$ cat config.mk
export PLATFORM = sky130hd
export DESIGN_NAME = fbi_host
export DESIGN_NICKNAME = d
export VERILOG_FILES = /design/src/core/fbi_pkg.sv /design/src/core/fbi_host.sv
export SDC_FILE = /design/constraint.sdc
export NUM_CORES = 1
export LEC_CHECK = 0
export ABC_AREA = 1
export BUFFER_PORTS_ARGS = -buffer_cell sky130_fd_sc_hd__buf_4
export CORE_ASPECT_RATIO = 1.2
export CORE_MARGIN = 2
export CORE_UTILIZATION = 40
export DETAILED_ROUTE_END_ITERATION = 10
export GPL_ROUTABILITY_DRIVEN = 0
export GPL_TIMING_DRIVEN = 0
export SLEW_MARGIN = 30
export SYNTH_ARGS = -nofsm -noshare
export SYNTH_HDL_FRONTEND = slang
export SYNTH_SLANG_ARGS = --single-unit
$ cat constraint.sdc
create_clock -name clk -period 4.2 [get_ports clk]
set_input_delay 0.21 -clock clk [delete_from_list [all_inputs] [get_ports clk]]
set_output_delay 0.21 -clock clk [all_outputs]
set_load 0.005 [all_outputs]
$ cat src/core/fbi_pkg.sv
// Purpose: Shared constants, types and pin carrier for the flash bus host.
// Assumes: 200 MHz clock; flash pins reached through 2-flop input syncs.
// Notes:   Register index map of the host's own software port.
package fbi_pkg;

  // ----------------------------------------------------------------------
  // Widths
  // ----------------------------------------------------------------------
  localparam int ADDR_W = 19;
  localparam int DATA_W = 16;

  // ----------------------------------------------------------------------
  // Software register indices
  // ----------------------------------------------------------------------
  localparam logic [3:0] REG_CTRL   = 4'h0;
  localparam logic [3:0] REG_ADDR   = 4'h1;
  localparam logic [3:0] REG_WDATA  = 4'h2;
  localparam logic [3:0] REG_CFG    = 4'h3;
  localparam logic [3:0] REG_STATUS = 4'h4;
  localparam logic [3:0] REG_RDATA  = 4'h5;

  // Configuration bits and their value after reset.
  localparam int CFG_BYTE_BIT  = 0;
  localparam int CFG_BOOT_BIT  = 1;
  localparam int CFG_RPHV_BIT  = 2;
  localparam int CFG_PWRDN_BIT = 3;
  localparam logic [3:0] CFG_RESET = 4'h0;

  // Status bits.
  localparam int STAT_BUSY_BIT = 0;
  localparam int STAT_NRA_BIT  = 1;

  // ----------------------------------------------------------------------
  // Flash command codes, always on the low data byte
  // ----------------------------------------------------------------------
  localparam logic [7:0] CMD_ERASE_SETUP   = 8'h20;
  localparam logic [7:0] CMD_ERASE_CONFIRM = 8'hD0;
  localparam logic [7:0] CMD_WRITE_SETUP   = 8'h40;
  localparam logic [7:0] CMD_READ_ARRAY    = 8'hFF;

  // ----------------------------------------------------------------------
  // Timing
  // ----------------------------------------------------------------------
  localparam int CLK_PERIOD_NS = 5;
  localparam int SYNC_STAGES   = 2;
  localparam int T_ACC_NS      = 90;
  localparam int T_WP_NS       = 50;
  localparam int T_SU_NS       = 10;
  localparam int T_REC_NS      = 20;
  // Read strobe also covers the output register and the input syncs.
  localparam logic [7:0] ACC_CYC = 8'((T_ACC_NS + CLK_PERIOD_NS - 1)
                                      / CLK_PERIOD_NS + SYNC_STAGES + 1);
  localparam logic [7:0] WP_CYC  = 8'((T_WP_NS + CLK_PERIOD_NS - 1)
                                      / CLK_PERIOD_NS);
  localparam logic [7:0] SU_CYC  = 8'((T_SU_NS + CLK_PERIOD_NS - 1)
                                      / CLK_PERIOD_NS);
  localparam logic [7:0] REC_CYC = 8'((T_REC_NS + CLK_PERIOD_NS - 1)
                                      / CLK_PERIOD_NS);

  // ----------------------------------------------------------------------
  // Operations and sequencer states
  // ----------------------------------------------------------------------
  typedef enum logic [2:0] {
    OP_NONE       = 3'b000,
    OP_READ       = 3'b001,
    OP_PROGRAM    = 3'b010,
    OP_ERASE      = 3'b011,
    OP_READ_ARRAY = 3'b100,
    OP_ID_READ    = 3'b101
  } fbi_op_t;

  typedef enum logic [1:0] {
    ST_IDLE    = 2'b00,
    ST_SETUP   = 2'b01,
    ST_STROBE  = 2'b10,
    ST_RECOVER = 2'b11
  } fbi_state_t;

  // ----------------------------------------------------------------------
  // Pins driven toward the flash
  // ----------------------------------------------------------------------
  typedef struct packed {
    logic              reset_powerdown_n;
    logic              rp_unlock_hv_en;
    logic              program_supply_en;
    logic              boot_unlock_pin;
    logic              chip_select_n;
    logic              output_enable_n;
    logic              write_enable_n;
    logic              byte_width_select;
    logic              id_hv_en;
    logic [ADDR_W-1:0] addr;
    logic [DATA_W-1:0] dq_o;
    logic [DATA_W-1:0] dq_oe_n;
  } fbi_pins_t;

  localparam fbi_pins_t PINS_RESET = '{
    reset_powerdown_n: 1'b0, rp_unlock_hv_en: 1'b0,
    program_supply_en: 1'b0, boot_unlock_pin: 1'b0,
    chip_select_n: 1'b1, output_enable_n: 1'b1, write_enable_n: 1'b1,
    byte_width_select: 1'b1, id_hv_en: 1'b0,
    addr: 19'h00000, dq_o: 16'h0000, dq_oe_n: 16'hFFFF};

endpackage

$ cat src/core/fbi_host.sv
// Purpose: Host controller that drives a parallel boot-block flash.
// Assumes: One 200 MHz clock; flash data inputs arrive asynchronously.
// Notes:   Software issues one operation at a time through REG_CTRL.
`timescale 1ns/1ps

// Summary of operation
// - Erase writes 20h then D0h to the block, program supply on.
// - Program writes setup code 40h then address and data, supply on.
// - After program or erase, FFh is written before any array read.
// - During id reads every address line but the lowest is held low.
// - Command codes travel only on the low eight data lines.
module fbi_host
  import fbi_pkg::*;
(
  // Clock and reset.
  input  wire logic              clk,
  input  wire logic              rst,
  // Software register port.
  input  wire logic [3:0]        reg_addr,
  input  wire logic [15:0]       reg_wdata,
  input  wire logic              reg_wr,
  input  wire logic              reg_rd,
  output logic      [15:0]       reg_rdata,
  // Flash pins.
  output fbi_pins_t              pins,
  input  wire logic [DATA_W-1:0] dq_i
);

  // ----------------------------------------------------------------------
  // State
  // ----------------------------------------------------------------------
  fbi_state_t        st_q,    st_d;
  fbi_op_t           op_q,    op_d;
  logic              step_q,  step_d;
  logic [7:0]        cnt_q,   cnt_d;
  logic [19:0]       addr_q,  addr_d;
  logic [15:0]       wdata_q, wdata_d;
  logic [3:0]        cfg_q,   cfg_d;
  logic              nra_q,   nra_d;
  logic [15:0]       rcap_q,  rcap_d;
  logic [15:0]       rdat_q,  rdat_d;
  fbi_pins_t         pins_q,  pins_d;
  logic [DATA_W-1:0] dq_m_q,  dq_s_q;

  logic              cyc_we;
  logic              cyc_last;
  logic [15:0]       cyc_data;
  logic              byte_md;

  // Whether a given step of an operation is a write cycle.
  function automatic logic step_is_write(fbi_op_t op, logic step);
    step_is_write = !(step && (op == OP_READ || op == OP_ID_READ));
  endfunction

  // Read-array ends at step zero; every other operation ends at step one.
  function automatic logic step_is_last(fbi_op_t op, logic step);
    step_is_last = step || (op == OP_READ_ARRAY);
  endfunction

  // Data driven in a write step; codes occupy the low byte only.
  function automatic logic [15:0] step_data(fbi_op_t op, logic step,
                                            logic [15:0] wd);
    logic [7:0] code;
    code = CMD_READ_ARRAY;
    if (!step && op == OP_PROGRAM) code = CMD_WRITE_SETUP;
    if (!step && op == OP_ERASE)   code = CMD_ERASE_SETUP;
    if (step && op == OP_ERASE)    code = CMD_ERASE_CONFIRM;
    if (step && op == OP_PROGRAM)
      step_data = wd;
    else
      step_data = {8'h00, code};
  endfunction

  assign byte_md  = cfg_q[CFG_BYTE_BIT];
  assign cyc_we   = step_is_write(op_q, step_q);
  assign cyc_last = step_is_last(op_q, step_q);
  assign cyc_data = step_data(op_q, step_q, wdata_q);

  assign pins      = pins_q;
  assign reg_rdata = rdat_q;

  // ----------------------------------------------------------------------
  // Next-state logic: registers, sequencer and pins
  // ----------------------------------------------------------------------
  // Computes every next value of the controller from the current state.
  always_comb
  begin
    st_d    = st_q;
    op_d    = op_q;
    step_d  = step_q;
    cnt_d   = cnt_q;
    addr_d  = addr_q;
    wdata_d = wdata_q;
    cfg_d   = cfg_q;
    nra_d   = nra_q;
    rcap_d  = rcap_q;
    rdat_d  = rdat_q;

    // Register writes; CTRL starts an operation only while idle.
    if (reg_wr)
    begin
      unique case (reg_addr)
        REG_ADDR:  addr_d  = {reg_wdata[3:0], reg_wdata};
        REG_WDATA: wdata_d = reg_wdata;
        REG_CFG:   cfg_d   = reg_wdata[3:0];
        default:   ;
      endcase
    end

    // Register reads answer in the following cycle.
    rdat_d = 16'h0000;
    if (reg_rd)
    begin
      unique case (reg_addr)
        REG_ADDR:   rdat_d = addr_q[15:0];
        REG_WDATA:  rdat_d = wdata_q;
        REG_CFG:    rdat_d = {12'h000, cfg_q};
        REG_STATUS: rdat_d = {14'h0000, nra_q, st_q != ST_IDLE};
        REG_RDATA:  rdat_d = rcap_q;
        default:    rdat_d = 16'h0000;
      endcase
    end

    unique case (st_q)
      ST_IDLE:
      begin
        if (reg_wr && reg_addr == REG_CTRL
            && reg_wdata[2:0] inside {3'b001, 3'b010, 3'b011,
                                      3'b100, 3'b101})
        begin
          op_d   = fbi_op_t'(reg_wdata[2:0]);
          // An array read is preceded by FFh while one is owed.
          step_d = (op_d == OP_ID_READ)
                   || (op_d == OP_READ && !nra_q);
          st_d   = ST_SETUP;
          cnt_d  = SU_CYC - 8'h01;
        end
      end
      ST_SETUP:
      begin
        if (cnt_q == 8'h00)
        begin
          st_d  = ST_STROBE;
          cnt_d = (cyc_we ? WP_CYC : ACC_CYC) - 8'h01;
        end
        else
          cnt_d = cnt_q - 8'h01;
      end
      ST_STROBE:
      begin
        if (cnt_q == 8'h00)
        begin
          // Byte mode reads return only the low byte.
          if (!cyc_we)
            rcap_d = byte_md ? {8'h00, dq_s_q[7:0]} : dq_s_q;
          st_d  = ST_RECOVER;
          cnt_d = REC_CYC - 8'h01;
        end
        else
          cnt_d = cnt_q - 8'h01;
      end
      ST_RECOVER:
      begin
        if (cnt_q == 8'h00)
        begin
          if (cyc_we && cyc_data == {8'h00, CMD_READ_ARRAY})
            nra_d = 1'b0;
          if (cyc_last && (op_q == OP_PROGRAM || op_q == OP_ERASE))
            nra_d = 1'b1;
          if (cyc_last)
            st_d = ST_IDLE;
          else
          begin
            step_d = 1'b1;
            st_d   = ST_SETUP;
            cnt_d  = SU_CYC - 8'h01;
          end
        end
        else
          cnt_d = cnt_q - 8'h01;
      end
    endcase

    // Pins: power-down and boot unlock levels come straight from CFG; RP unlock is masked in power-down.
    pins_d = PINS_RESET;
    pins_d.reset_powerdown_n = !cfg_q[CFG_PWRDN_BIT];
    pins_d.rp_unlock_hv_en   = cfg_q[CFG_RPHV_BIT]
                               && !cfg_q[CFG_PWRDN_BIT];
    pins_d.boot_unlock_pin   = cfg_q[CFG_BOOT_BIT];
    pins_d.byte_width_select = !byte_md;
    if (st_q != ST_IDLE)
    begin
      // Supply stays up across setup and confirm cycles.
      pins_d.program_supply_en = (op_q == OP_PROGRAM)
                                 || (op_q == OP_ERASE);
      pins_d.chip_select_n   = (st_q == ST_RECOVER);
      pins_d.write_enable_n  = !(cyc_we && st_q == ST_STROBE);
      pins_d.output_enable_n = !(!cyc_we && st_q == ST_STROBE);
      if (op_q == OP_ID_READ)
      begin
        pins_d.addr     = {18'h00000, addr_q[1]};
        pins_d.id_hv_en = 1'b1;
      end
      else
        pins_d.addr = addr_q[19:1];
      if (cyc_we)
      begin
        pins_d.dq_o            = cyc_data;
        pins_d.dq_oe_n[7:0]    = 8'h00;
        pins_d.dq_oe_n[15:8]   = byte_md ? 8'hFF : 8'h00;
      end
      // In byte mode line fifteen carries the byte address.
      if (byte_md)
      begin
        pins_d.dq_o[15]    = addr_q[0];
        pins_d.dq_oe_n[15] = 1'b0;
      end
    end
  end

  // ----------------------------------------------------------------------
  // Registers
  // ----------------------------------------------------------------------
  // Holds the controller state; pins leave from flip-flops.
  always_ff @(posedge clk or posedge rst)
  begin
    if (rst)
    begin
      st_q    <= ST_IDLE;
      op_q    <= OP_NONE;
      step_q  <= 1'b0;
      cnt_q   <= 8'h00;
      addr_q  <= 20'h00000;
      wdata_q <= 16'h0000;
      cfg_q   <= CFG_RESET;
      nra_q   <= 1'b0;
      rcap_q  <= 16'h0000;
      rdat_q  <= 16'h0000;
      pins_q  <= PINS_RESET;
    end
    else
    begin
      st_q    <= st_d;
      op_q    <= op_d;
      step_q  <= step_d;
      cnt_q   <= cnt_d;
      addr_q  <= addr_d;
      wdata_q <= wdata_d;
      cfg_q   <= cfg_d;
      nra_q   <= nra_d;
      rcap_q  <= rcap_d;
      rdat_q  <= rdat_d;
      pins_q  <= pins_d;
    end
  end

  // Two-stage synchroniser for the flash data lines.
  always_ff @(posedge clk or posedge rst)
  begin
    if (rst)
    begin
      dq_m_q <= 16'h0000;
      dq_s_q <= 16'h0000;
    end
    else
    begin
      dq_m_q <= dq_i;
      dq_s_q <= dq_m_q;
    end
  end

endmodule

Word level (Yosys, flattened, before mapping)
Cells that the tools add are included.
{"block": "word_totals", "register_bits": 179, "input_bits": 40, "output_inout_bits": 76, "wordCells": 126}
{"block": "op_classes", "n_addsub": 2, "eq_ne": 25, "mux": 35, "reduce_logical": 40}
{"op": "$pmux 16 s5", "count": 1}
{"op": "$mux 8", "count": 9}
{"op": "$mux 52", "count": 1}
{"op": "$mux 16", "count": 3}
{"op": "$mux 32", "count": 1}
{"op": "$pmux 8 s4", "count": 1}
{"op": "$mux 19", "count": 1}
{"op": "$eq 16x8->1 const B", "count": 1}
{"op": "$logic_and 1x1->1", "count": 13}
{"op": "$eq 3x2->1 const B", "count": 4}
{"op": "$eq 3x3->1 const B", "count": 4}
{"op": "$mux 1", "count": 10}
{"op": "$ne 2x2->1 const B", "count": 5}
{"op": "$reduce_and 2->1", "count": 5}
{"op": "$eq 4x2->1 const B", "count": 2}
{"op": "$eq 4x3->1 const B", "count": 2}
{"op": "$logic_not 8->1", "count": 1}
{"op": "$mux 2", "count": 4}
{"op": "$pmux 2 s4", "count": 1}
{"op": "$reduce_and 4->1", "count": 2}
{"op": "$sub 8x1->8 const B", "count": 1}
{"op": "$logic_not 1->1", "count": 7}
{"op": "$eq 3x1->1 const B", "count": 2}
{"op": "$reduce_and 3->1", "count": 2}
{"op": "other kinds (13)", "count": 19}

Depth between registers and ports, before layout
{"block": "depth", "depth_word": 10, "mapped_depth": 10, "ltp_nobuf": 10}

Worst setup path before layout
Ideal clock, no wire load.
{"block": "synth_timing", "kind": "reg-to-reg", "from": "register st_q[0]", "to": "register pins_q (netlist bit pins[34])", "setup_ns": 0.116, "t_arrival_ns": 1.414, "required_ns": 4.084, "slack_ns": 2.670, "stages_incl_launch_ff": 7, "synth_period_minus_slack_ns": 1.530, "cell_sequence": "dfrtp_1 inv_1 ha_1 clkinv_1 nand2_1 buf_4 nor2_1"}
{"item": "start: declaration", "line_no": "fbi_host.sv:32", "rtl": "fbi_state_t st_q, st_d;"}
{"item": "start signal: assignment", "line_no": "fbi_host.sv:243", "rtl": "st_q <= st_d;"}
{"item": "end signal: assignment", "line_no": "fbi_host.sv:253", "rtl": "pins_q <= pins_d;"}
{"item": "end: declaration", "line_no": "fbi_host.sv:42", "rtl": "fbi_pins_t pins_q, pins_d;"}

==> flow_metrics.env <==
export IMPL_period_minus_slack_ps=2000
export IMPL_wl_um=15400
export IMPL_antenna_cells=0
export IMPL_die_h_um=143
export IMPL_worst_setup_path_end_kind="register"
export IMPL_crit_fanout=10
export IMPL_ys_types=37
export IMPL_antenna_found_initial=0
export IMPL_first_pass_iters=5
export IMPL_cts_sinks=160
export IMPL_clk_latency_ps=420
export IMPL_grt_pass1_vias=5140
export IMPL_synth_top_area_share=0.594
export IMPL_setup_viol=0
export IMPL_grt_overflow_total=0
export IMPL_grt_pass1_wl_um=25100
export IMPL_placed_area_um2=7670
export IMPL_startpoint_type="register"
export IMPL_wl_met1_um=6390
export IMPL_clkSlewWorstSetupHoldPaths_ps=60
export IMPL_post_synth_top_count_cell="nand2_1"
export IMPL_tritoncts="built"
export IMPL_synth_nets=714
export IMPL_leakage_nw=4.33
export IMPL_cts_max_level=4
export IMPL_path_class="register to register"
export IMPL_synthTopCellsByArea="dfrtp_1 (59%), nand2_1 (9.0%), inv_1 (5.1%)"
export IMPL_cts_buffer_depth=2
export IMPL_synth_top_cell_by_area="dfrtp_1"
export IMPL_post_route_period_util=0.476
export IMPL_fill_cells=1388
export IMPL_drv_cap=0
export IMPL_hold_viol=0
export IMPL_root_buffer="clkbuf_16"
export IMPL_required_ps=4500
export IMPL_ir_drop_mv=0.251
export IMPL_worstMarginPinSlew_ps=564
export IMPL_highest_layer="met4"
export IMPL_start_util=0.411
export IMPL_io_pins=116
export IMPL_fmax_mhz=500
export IMPL_p_per_area_nw_per_um2=620
export IMPL_drt_iter0_drc=303
export IMPL_rows=50
export IMPL_status="finished, final reports clean"
export IMPL_core_region_area_um2=15700
export IMPL_grt_total_usage=0.189
export IMPL_hp_class="primary input to register"
export IMPL_syn_area_um2=6450
export IMPL_cts_made_buffers=17
export IMPL_post_drt_wl_per_cell_um=14.7
export IMPL_synth_top_flop_cell="dfrtp_1"
export IMPL_critical_path_arrival_ps=2300
export IMPL_portBuffers=115
export IMPL_dieArea_um2=17200
export IMPL_drive_above_1_share=0.251
export IMPL_netlist_instances=668
export IMPL_dieWidth_um=120
export IMPL_post_cts_buffers=0
export IMPL_routed_wl_met2_um=7990
export IMPL_ys_warn_count=0
export IMPL_grt_max_degree=32
export IMPL_drcViolationCount=0
export IMPL_final_seq_area_um2=4010
export IMPL_stdcell_area_um2=8390
export IMPL_ant_nets=0
export IMPL_fin_worst_skew_ps=8.15
export IMPL_avgSynthCellArea_um2=9.65
export IMPL_nets=870
export IMPL_slew_violations=0
export IMPL_seq_area_frac_synth=0.622
export IMPL_slew_headroom=0.624
export IMPL_syn_to_final_growth_pct=30.2
export IMPL_met3_length_um=702
export IMPL_synth_common_cells="nand2_1 (154), dfrtp_1 (153), inv_1 (88), nor2_1 (67), o21ai_0 (52)"
export IMPL_synth_edf_count=0
export IMPL_ys_ff_latch=160
export IMPL_detailed_place_hpwl_um=11400
export IMPL_vias=4975
export IMPL_cts_resized=0
export IMPL_rsz0062_at_grt="false"
export IMPL_async_flop_share=1.00
export IMPL_multi_input_area_um2=1870
export IMPL_tns_ps=0
export IMPL_viasPerCell=4.76
-- state kept, by name (all words and copies together), names as in the netlist, 3 cells and up --
signal	flops
pins	45
addr_q	16
dq_m_q	16
dq_s_q	16
rcap_q	16
reg_rdata	16
wdata_q	16
cnt_q	8
cfg_q	4
op_q	3
-- layout make-up --
class                      count  area share
clock buffer                  19      0.0528
multi-input combinational    382       0.223
inverter                      95      0.0432
buffer                        31      0.0245
timing repair buffer         137       0.135
clock inverter                13      0.0124
tap                          208      0.0310
sequential                   160       0.478
-- critical path: stages (launching register included) --
cell and delay (ps):
dfrtp_1 410, inv_1 120, ha_1 310, clkinv_1 340, nand2_1 350, buf_4 260, nor2_1 80
-- cells in the final DEF, fill, tap and decap left out, types with 7 or more instances in the layout --
master and n:
a21oi_1 7, buf_4 132, clkbuf_1 9, clkbuf_16 17, dfrtp_1 153, dfstp_2 7, dlygate4sd3_1 17, inv_1 87
nand2_1 154, nand3_1 31, nor2_1 67, o211ai_1 10, o21ai_0 52, o21ai_1 11, o22ai_1 7
-- metrics by stage --
stage / hold slack [ps] / power, mW / utilization / instances / worst slack [ps]
after floorplan: 241 / 3.12 / - / 668 / 1970
after global placement: 320 / 3.74 / 0.482 / 991 / 1120
after detailed placement: 297 / 3.81 / 0.489 / 996 / 2200
after CTS: 37.4 / 5.25 / 0.534 / 1045 / 2180
after global routing: 44.1 / 5.56 / 0.534 / 1045 / 2040
final: 47.7 / 5.20 / 0.534 / 1045 / 2200
-- per-layer routing --
layer,global-route usage,vias to the layer above
li1,-,2394
met1,0.230,2397
met2,0.334,160
met3,0.0391,24
met4,0.0693,0
met5,0,-
-- cell families after synthesis --
kind of cell / Yosys count / synth area share
AND/OR/NAND/NOR: 275 / 0.185
flip-flops: 160 / 0.622
buffers and inverters: 126 / 0.0875
AO/OA/AOI/OAI: 95 / 0.0840
adder cells (fa/ha/maj): 6 / 0.0116
multiplexers: 4 / 0.00699
XOR/XNOR: 2 / 0.00272
-- what timing repair did --
item | 4_1_cts | 5_1_grt
hold endpoints to repair | 36 | 0
hold buffers | 17 | 0
endpoints found under the setup margin | 0 | 0
-- where the power goes --
| part | switching [mW] | internal [mW] | leakage [nW] |
|---|---|---|---|
| combinational | 0.953 | 0.737 | 2.04 |
| clock | 0.630 | 0.783 | 0.259 |
| sequential | 0.204 | 1.90 | 2.03 |
| total | 1.79 | 3.42 | 4.33 |
-- worst paths after layout --
kind	from	endpoint	slack (ps)	depth (start not counted)
max in group asynchronous	rst	pins[14]$_DFF_PP1_	2990	5
max	st_q[0]$_DFFE_PP0P_	pins[46]$_DFF_PP0_	2200	6
min	reg_rd	reg_rdata[4]$_DFF_PP0_	50	3
min in group asynchronous	rst	dq_m_q[4]$_DFF_PP0_	400	3
min reg2reg	dq_m_q[4]$_DFF_PP0_	dq_s_q[4]$_DFF_PP0_	350	0
max reg2reg	st_q[0]$_DFFE_PP0P_	pins[46]$_DFF_PP0_	2200	6
Power figures use the tool's default switching activity.
